==> config.mk <==
export PLATFORM = sky130hd
export DESIGN_NAME = hrc_config_select
export DESIGN_NICKNAME = d
export VERILOG_FILES = /design/src/hrc_pkg.sv /design/src/hrc_config_select.sv /design/src/hrc_pad_hold.sv
export SDC_FILE = /design/constraint.sdc
export NUM_CORES = 1
export LEC_CHECK = 0
export BUFFER_PORTS_ARGS = -buffer_cell sky130_fd_sc_hd__buf_2
export CORE_UTILIZATION = 40
export DETAILED_ROUTE_END_ITERATION = 6
export PLACE_DENSITY = 0.8
export SYNTH_ARGS = -nofsm -noshare
export SYNTH_HDL_FRONTEND = slang
export SYNTH_SLANG_ARGS = --single-unit
==> constraint.sdc <==
create_clock -name i_ref_clk -period 2.1 [get_ports i_ref_clk]
set_input_delay 0.42 -clock i_ref_clk [delete_from_list [all_inputs] [get_ports i_ref_clk]]
set_output_delay 0.42 -clock i_ref_clk [all_outputs]
set_load 0.02 [all_outputs]
==> src/hrc_pkg.sv <==
// Constants and types for the hub reset pad and configuration source selector
//
// Contract
// [RULE1] High-impedance pads disable driver and input buffer
// [RULE2] One transaction translator shared by both ports
// [RULE3] Shared translator provides four non-periodic buffers
// [RULE4] Hub fully configured before functioning on host
// [RULE5] Config from 512-byte serial EEPROM or SPI flash
// [RULE6] No external memory: use built-in defaults
// [RULE7] External memory values rewritable through USB
// [RULE8] Attach upstream only after configuration loaded
// [RULE9] Probe SPI flash first, then serial EEPROM
// [RULE10] Reset: chip-select high, power low, card pads Z
package hrc_pkg;

    // Translator figures
    localparam int unsigned TT_COUNT      = 1;
    localparam int unsigned TT_NP_BUFFERS = 4;

    // Serial EEPROM size in bytes and address width
    localparam int unsigned EE_BYTES      = 512;
    localparam int unsigned EE_AW         = 9;

    // Card media pad count and downstream port count
    localparam int unsigned CARD_PADS     = 16;
    localparam int unsigned DN_PORTS      = 2;

    // Probe timeout per memory, in microseconds, and its cycle count at 10 MHz
    localparam int unsigned CLK_MHZ       = 10;
    localparam int unsigned PROBE_US      = 100;
    localparam int unsigned PROBE_CYC     = PROBE_US * CLK_MHZ;

    // Configuration source codes
    localparam logic [1:0] SRC_NONE    = 2'h0;
    localparam logic [1:0] SRC_SPI     = 2'h1;
    localparam logic [1:0] SRC_EEPROM  = 2'h2;
    localparam logic [1:0] SRC_DEFAULT = 2'h3;

    // Loader sequence
    typedef enum logic [2:0] {
        HRC_RESET,
        HRC_PROBE_SPI,
        HRC_LOAD_SPI,
        HRC_PROBE_EE,
        HRC_LOAD_EE,
        HRC_LOAD_DEF,
        HRC_ATTACHED
    } hrc_state_t;

endpackage : hrc_pkg

==> src/hrc_config_select.sv <==
`timescale 1ns/1ps
// Configuration source selector and reset pad control for the hub
module hrc_config_select
    import hrc_pkg::*;
#(
    parameter int unsigned PROBE_CYCLES = PROBE_CYC,
    parameter int unsigned N_CARD       = CARD_PADS
) (
    // Clock and reset
    input  wire logic                i_ref_clk,
    input  wire logic                i_rstn,
    // SPI flash probe and load, with signature check result
    input  wire logic                i_spi_probe_done,
    input  wire logic                i_spi_sig_ok,
    input  wire logic                i_spi_load_done,
    output logic                     o_spi_probe_req,
    output logic                     o_spi_load_req,
    // Serial EEPROM probe and load
    input  wire logic                i_ee_probe_done,
    input  wire logic                i_ee_sig_ok,
    input  wire logic                i_ee_load_done,
    output logic                     o_ee_probe_req,
    output logic                     o_ee_load_req,
    // Built-in defaults load
    input  wire logic                i_def_load_done,
    output logic                     o_def_load_req,
    // Rewrite through USB
    input  wire logic                i_usb_cfg_wr_req,
    output logic                     o_usb_cfg_wr_allow,
    // Status
    output logic [1:0]               o_cfg_source,
    output logic                     o_cfg_done,
    output logic                     o_upstream_attach,
    output logic [1:0]               o_tt_count,
    output logic [2:0]               o_tt_np_buffers,
    // SPI chip select (active low)
    input  wire logic                i_spi_cs_n_fn,
    output logic                     o_spi_cs_n,
    // Port power control outputs
    input  wire logic [DN_PORTS-1:0] i_port_pwr_fn,
    output logic [DN_PORTS-1:0]      o_port_power_control_output,
    // Card media pads, six signals per pad: three on the function side, three on the pad side
    input  wire logic [N_CARD-1:0]   i_card_fn_out,
    input  wire logic [N_CARD-1:0]   i_card_fn_oe,
    output logic [N_CARD-1:0]        o_card_fn_in,
    input  wire logic [N_CARD-1:0]   i_card_pad_in,
    output logic [N_CARD-1:0]        o_card_pad_out,
    output logic [N_CARD-1:0]        o_card_pad_oe
);

    // Elaboration checks
    if (PROBE_CYCLES < 1) begin : g_chk_probe
        $error("PROBE_CYCLES must be at least one");
    end
    if (N_CARD < 1) begin : g_chk_card
        $error("N_CARD must be at least one");
    end
    if (TT_COUNT >= 2 ** $bits(o_tt_count)) begin : g_chk_tt
        $error("Translator count does not fit its status field");
    end
    if (TT_NP_BUFFERS >= 2 ** $bits(o_tt_np_buffers)) begin : g_chk_buf
        $error("Translator buffer count does not fit its status field");
    end

    localparam int unsigned TW = $clog2(PROBE_CYCLES + 1);
    localparam logic [TW-1:0] TMO = TW'(PROBE_CYCLES);

    hrc_state_t       state_q, state_d;
    logic [1:0]       src_q, src_d;
    logic [TW-1:0]    tmr_q;
    logic [TW-1:0]    tmr_d;

    // Pads stay in reset state until configuration is loaded
    logic  hold_w;
    assign hold_w = (state_q != HRC_ATTACHED);

    // Probe timeouts count as "no memory present"
    logic  tmo_w;
    logic  probing_w;
    assign tmo_w     = (tmr_q == TMO);
    assign probing_w = (state_q == HRC_PROBE_SPI) || (state_q == HRC_PROBE_EE);

    // Probe outcomes; the sequence only acts on them in the matching state
    logic  spi_found_w;
    logic  spi_absent_w;
    logic  ee_found_w;
    logic  ee_absent_w;
    assign spi_found_w  = i_spi_probe_done && i_spi_sig_ok;          // [RULE9]
    assign spi_absent_w = i_spi_probe_done || tmo_w;                 // [RULE9]
    assign ee_found_w   = i_ee_probe_done && i_ee_sig_ok;            // [RULE5]
    assign ee_absent_w  = i_ee_probe_done || tmo_w;                  // [RULE6]

    // Completion of the load that the current state waits for
    logic  load_fin_w;
    assign load_fin_w = ((state_q == HRC_LOAD_SPI) && i_spi_load_done)
                     || ((state_q == HRC_LOAD_EE) && i_ee_load_done)
                     || ((state_q == HRC_LOAD_DEF) && i_def_load_done); // [RULE8]

    // Next-state for the loader sequence; flash is always probed first
    always_comb begin
        state_d = state_q;
        src_d   = src_q;
        unique case (state_q)
            HRC_RESET: begin
                state_d = HRC_PROBE_SPI;                                 // [RULE9]
            end
            HRC_PROBE_SPI: begin
                if (spi_found_w) begin
                    state_d = HRC_LOAD_SPI;                              // [RULE5]
                    src_d   = SRC_SPI;
                end else if (spi_absent_w) begin
                    state_d = HRC_PROBE_EE;                              // [RULE9]
                end
            end
            HRC_LOAD_SPI: begin
                if (load_fin_w) begin
                    state_d = HRC_ATTACHED;
                end
            end
            HRC_PROBE_EE: begin
                if (ee_found_w) begin
                    state_d = HRC_LOAD_EE;                               // [RULE5]
                    src_d   = SRC_EEPROM;
                end else if (ee_absent_w) begin
                    state_d = HRC_LOAD_DEF;                              // [RULE6]
                    src_d   = SRC_DEFAULT;
                end
            end
            HRC_LOAD_EE: begin
                if (load_fin_w) begin
                    state_d = HRC_ATTACHED;
                end
            end
            HRC_LOAD_DEF: begin
                if (load_fin_w) begin
                    state_d = HRC_ATTACHED;
                end
            end
            HRC_ATTACHED: begin
                state_d = HRC_ATTACHED;                                  // [RULE4]
            end
            default: begin
                // An upset state code restarts the whole sequence
                state_d = HRC_RESET;
                src_d   = SRC_NONE;
            end
        endcase
    end

    // Probe timer restarts on each probe state
    always_comb begin
        tmr_d = '0;
        if (probing_w && (state_d == state_q) && !tmo_w) begin
            tmr_d = tmr_q + TW'(1);
        end
    end

    // Loader state register
    always_ff @(posedge i_ref_clk) begin
        if (!i_rstn) begin
            state_q <= HRC_RESET;
        end else begin
            state_q <= state_d;
        end
    end

    // Selected source, kept for status and rewrite permission
    always_ff @(posedge i_ref_clk) begin
        if (!i_rstn) begin
            src_q <= SRC_NONE;
        end else begin
            src_q <= src_d;
        end
    end

    // Probe timer register
    always_ff @(posedge i_ref_clk) begin
        if (!i_rstn) begin
            tmr_q <= '0;
        end else begin
            tmr_q <= tmr_d;
        end
    end

    // Requests to the memory interfaces
    assign o_spi_probe_req = (state_q == HRC_PROBE_SPI);
    assign o_spi_load_req  = (state_q == HRC_LOAD_SPI);
    assign o_ee_probe_req  = (state_q == HRC_PROBE_EE);
    assign o_ee_load_req   = (state_q == HRC_LOAD_EE);
    assign o_def_load_req  = (state_q == HRC_LOAD_DEF);              // [RULE6]

    // Status; attach only once configured
    assign o_cfg_source      = src_q;
    assign o_cfg_done        = (state_q == HRC_ATTACHED);            // [RULE4]
    assign o_upstream_attach = (state_q == HRC_ATTACHED);            // [RULE8]
    assign o_usb_cfg_wr_allow = i_usb_cfg_wr_req && o_cfg_done
                              && (src_q != SRC_DEFAULT);             // [RULE7]
    assign o_tt_count        = 2'(TT_COUNT);                         // [RULE2]
    assign o_tt_np_buffers   = 3'(TT_NP_BUFFERS);                    // [RULE3]

    // Reset pad states for chip select and port power
    assign o_spi_cs_n = hold_w ? 1'b1 : i_spi_cs_n_fn;               // [RULE10]
    assign o_port_power_control_output = hold_w ? '0 : i_port_pwr_fn; // [RULE10]

    // Card media pads held high-impedance with input disabled
    for (genvar g = 0; g < N_CARD; g++) begin : g_card
        hrc_pad_hold #(
            .RST_OE  (1'b0),
            .RST_OUT (1'b0),
            .RST_IE  (1'b0)
        ) u_pad (
            .i_hold    (hold_w),                                     // [RULE10]
            .i_fn_out  (i_card_fn_out[g]),
            .i_fn_oe   (i_card_fn_oe[g]),
            .o_fn_in   (o_card_fn_in[g]),
            .i_pad_in  (i_card_pad_in[g]),
            .o_pad_out (o_card_pad_out[g]),
            .o_pad_oe  (o_card_pad_oe[g])
        );
    end

endmodule // hrc_config_select

==> src/hrc_pad_hold.sv <==
`timescale 1ns/1ps
// One pad cell gated into its reset state while hold is active
module hrc_pad_hold
    import hrc_pkg::*;
#(
    parameter logic RST_OE  = 1'b0,
    parameter logic RST_OUT = 1'b0,
    parameter logic RST_IE  = 1'b0
) (
    // Control
    input  wire logic i_hold,
    // Functional side
    input  wire logic i_fn_out,
    input  wire logic i_fn_oe,
    output logic      o_fn_in,
    // Pad side
    input  wire logic i_pad_in,
    output logic      o_pad_out,
    output logic      o_pad_oe
);

    // Reset state overrides the function; the input is blocked too unless RST_IE is set
    assign o_pad_out = i_hold ? RST_OUT : i_fn_out;
    assign o_pad_oe  = i_hold ? RST_OE  : i_fn_oe;       // [RULE1]
    assign o_fn_in   = (i_hold && !RST_IE) ? 1'b0 : i_pad_in; // [RULE1]

endmodule // hrc_pad_hold

==> metrics list <==
- The flow ran to the end, and the final reports show no timing, DRC or antenna violations.
* Worst-path maximum fanout: 14
- Post-synth EDFFs: 0
- The share of total power dissipated in sequential elements is 38.3%.
- Maximum number of pins on one net before global-route repair: 52
- Leak pwr: 1.20 nW
* Wire length of the first global-routing pass: roughly 5.5 mm
- Unique cell type count in the Yosys netlist: 35
- TritonCTS built the clock tree.
- Clock tree synthesis inserted a total of 3 buffers.
* Antenna violations before repair: 0
* Resized Gates After CTS: 0
- Number of buffers inserted by port buffering: 121
- Of the cells placed in the final design, the portion with a size suffix greater than 1 is 46.3%.
- From bottom edge to top edge, the die measures 65.8 um.
* Clock root cell: sky130_fd_sc_hd__clkbuf_8
* Arrival time at the worst endpoint: between 1.5 and 2 ns
- For the final routed database, the setup TNS stands at 0 ns.
- Number of warnings issued by yosys: 0
* Switching power: 289 uW
- Core area: 0.00377 mm2
* Maximum frequency from static timing analysis: 513 MHz
- Hold Path Class: input port to flop
- In this run the power density over the cells is 436 mW/mm2.
- Final hold violations: 0
- Cell internal power was estimated by the tool at 553 uW.
- Final RePlAce weighted congestion: 0.882
- STA classifies the critical path startpoint as a flop.
* Post-placement worst setup slack: between 0.4 and 0.5 ns
- Routed Antenna Nets: 0
* Nets@finish: ~350
- Buffers inserted to repair hold after CTS numbered 0.
- Category of the worst setup path capture point: output port
- Maximum vdd drop: approximately 0.42 mV
- The die covers 0.00433 mm2.
- Synth Area per Inst: 7.34 um2
- Between clock sinks in the finished design, the worst skew comes to 0.00370 ns.
- After synthesis the netlist holds a flip-flop and latch count of 15.
- The critical path is of the flop to output port type.
- Counting along the longest clock path gives a buffer depth of 2.
- Total iterations of the first detailed-routing run: 4
* Area growth from synthesis to layout: 18.3%
- The clock network accounts for 27.5% of the total power.
* RSZ-0062 raised after global routing: no
- The number of global-route vias before repair came to 1301.
* Number of H-tree levels: 1
* Post-Synthesis Cells: roughly 220
- Number of diodes added for antenna fixing: 0
* Clk sinks: 15
- HPWL after detailed placement: 3.04 mm
* Effective utilization at floorplan: between 40% and 50%
- In the post-route analysis, the smallest setup slack over all paths is 0.151 ns.
- Dominant register cell in the synthesized netlist: sky130_fd_sc_hd__dfxtp_1
- The routed design has 3.75 mm of wire.
* Share of total power consumed by net switching: 34.3%
- Number of remaining DRC errors: 0
- Final setup vio count: 0
* Die width: ~66 um
* Worst-Skew Late Latency: 0.25 ns
- Share of flip-flops with an asynchronous set or reset after synthesis: 0%
- After the first detailed-routing iteration, the DRC count stood at between 40 and 50.
- Of the available clock period, the critical path in the final layout requires 92.8%.
- STA puts the critical path data required time at 1.68 ns.
- Share of power burned in combinational logic: 34.2%
- After detailed routing, the number of vias per cell comes to 4.84.
* Routed wire length per instance: 11.3 um
* Post-CTS setup buffers: 0
* Congestion Overflow GR: 0
* Time the worst path needs with I/O delays and setup: 1.95 ns
- After synthesis, flip-flops and latches occupy between 10% and 20% of the total area.
- After clock tree synthesis, the clock-pin slew on the worst setup and hold paths is 0.06 ns.
- Final-report max-slew violation count: 0
* Cell Area, Synth: about 0.0016 mm2
- Across the run, the number of max-cap violations was 0.
- The filler cells instantiated in the layout total 375.
- Overall Global Routing Usage: 15.9%
- During I/O placement, the number of pins put on the boundary was 127.
- Number of placement rows: 22
* Via count: 1612
## metrics by stage
step | instances | power, mW | util [%] | hold slack, ns | cell area [um2]
after global routing | 333 | 0.895 | 51.2 | 0.475 | 1930
after global placement | 329 | 0.612 | 50.0 | 0.499 | 1880
after detailed placement | 329 | 0.616 | 50.0 | 0.511 | 1880
after floorplan | 225 | 0.522 | - | 0.474 | 1640
final | 333 | 0.842 | 51.2 | 0.478 | 1930
after CTS | 333 | 0.854 | 51.2 | 0.470 | 1930
## critical path: stages, from the launching register on
cell                      delay (ns)
sky130_fd_sc_hd__dfxtp_1        0.56
sky130_fd_sc_hd__nor2b_1        0.35
sky130_fd_sc_hd__and2_1         0.20
sky130_fd_sc_hd__buf_2          0.17
## registers in the layout (all words and copies together), names as in the netlist
register	count
state_q	3
o_cfg_source	2
tmr_q	10
## final timing paths
kind                                       startpoint                           end  slack [ns]  depth (start not counted)
worst max-delay path            state_q[0]$_SDFF_PN0_                o_ee_probe_req        0.15                          3
worst min-delay path                           i_rstn  o_cfg_source[1]$_SDFFE_PN0P_        0.48                          2
worst max register to register  state_q[0]$_SDFF_PN0_           tmr_q[6]$_SDFF_PN0_        0.59                          3
worst min register to register    tmr_q[0]$_SDFF_PN0_           tmr_q[0]$_SDFF_PN0_        0.51                          1
## power groups by stage
stage	clock [mW]	combinational, mW	sequential, mW
4_1_cts	0.243	0.289	0.322
3_5_place_dp	0	0.288	0.328
2_1_floorplan	0	0.201	0.320
3_3_place_gp	0	0.284	0.328
5_1_grt	0.251	0.319	0.325
6_report	0.232	0.288	0.322
## cell usage in the layout, fill, tap and decap left out, types with 4 or more instances in the layout
master	instances
sky130_fd_sc_hd__a21oi_1	4
sky130_fd_sc_hd__xnor2_1	6
sky130_fd_sc_hd__and3_1	52
sky130_fd_sc_hd__nand3_1	4
sky130_fd_sc_hd__dfxtp_1	15
sky130_fd_sc_hd__o21ai_0	6
sky130_fd_sc_hd__buf_2	121
sky130_fd_sc_hd__nor3_1	14
sky130_fd_sc_hd__inv_1	5
sky130_fd_sc_hd__nand2_1	8
sky130_fd_sc_hd__nor2_1	5
sky130_fd_sc_hd__conb_1	5
## cell families after synthesis
kind of cell / Yosys count / synth area share (%)
adder cells (fa/ha/maj): 2 / 1.53
other: 2 / 0.461
buffers and inverters: 74 / 29.9
AND/OR/NAND/NOR: 101 / 36.5
flip-flops: 15 / 18.4
AO/OA/AOI/OAI: 20 / 8.98
XOR/XNOR: 8 / 4.30
## cells in the mapped netlist (2+ instances only)
cell type	number	share of area (%)
sky130_fd_sc_hd__and3_1	52	20
sky130_fd_sc_hd__conb_1	2	0.46
sky130_fd_sc_hd__xor2_1	2	1.1
sky130_fd_sc_hd__nand2_1	8	1.8
sky130_fd_sc_hd__xnor2_1	6	3.2
sky130_fd_sc_hd__nor2b_1	4	1.5
sky130_fd_sc_hd__nand3_1	4	1.2
sky130_fd_sc_hd__a21oi_1	4	1.2
sky130_fd_sc_hd__nor3_1	14	4.3
sky130_fd_sc_hd__nand2b_1	2	0.77
sky130_fd_sc_hd__and2_1	3	1.2
sky130_fd_sc_hd__buf_2	5	1.5
sky130_fd_sc_hd__clkbuf_1	10	2.3
sky130_fd_sc_hd__nand4_1	2	0.77
sky130_fd_sc_hd__ha_1	2	1.5
sky130_fd_sc_hd__a311oi_1	2	1.1
sky130_fd_sc_hd__o21a_1	2	0.92
sky130_fd_sc_hd__inv_1	5	1.2
sky130_fd_sc_hd__nor2_1	5	1.2
sky130_fd_sc_hd__o21ai_0	6	1.8
sky130_fd_sc_hd__dfxtp_1	15	18
sky130_fd_sc_hd__buf_4	54	25
## layer usage
metal  global-route usage [%]  routed length (um)  up-vias
li1                         -                   -      833
met1                     16.3                1480      712
met2                     31.1                1920       60
met3                     3.10                 290        7
met4                     5.43                  58        0
met5                        0                   0        -
## area by class of cell
class | instances | area, um2 | area share [%]
flip-flops and latches | 15 | 300 | 15.6
multi-input cells | 136 | 857 | 44.4
repair buffers | 125 | 648 | 33.6
inverters | 5 | 18.8 | 0.973
clock buffers | 4 | 45.0 | 2.33
well taps | 48 | 60.1 | 3.11
Power figures use the tool's default switching activity.
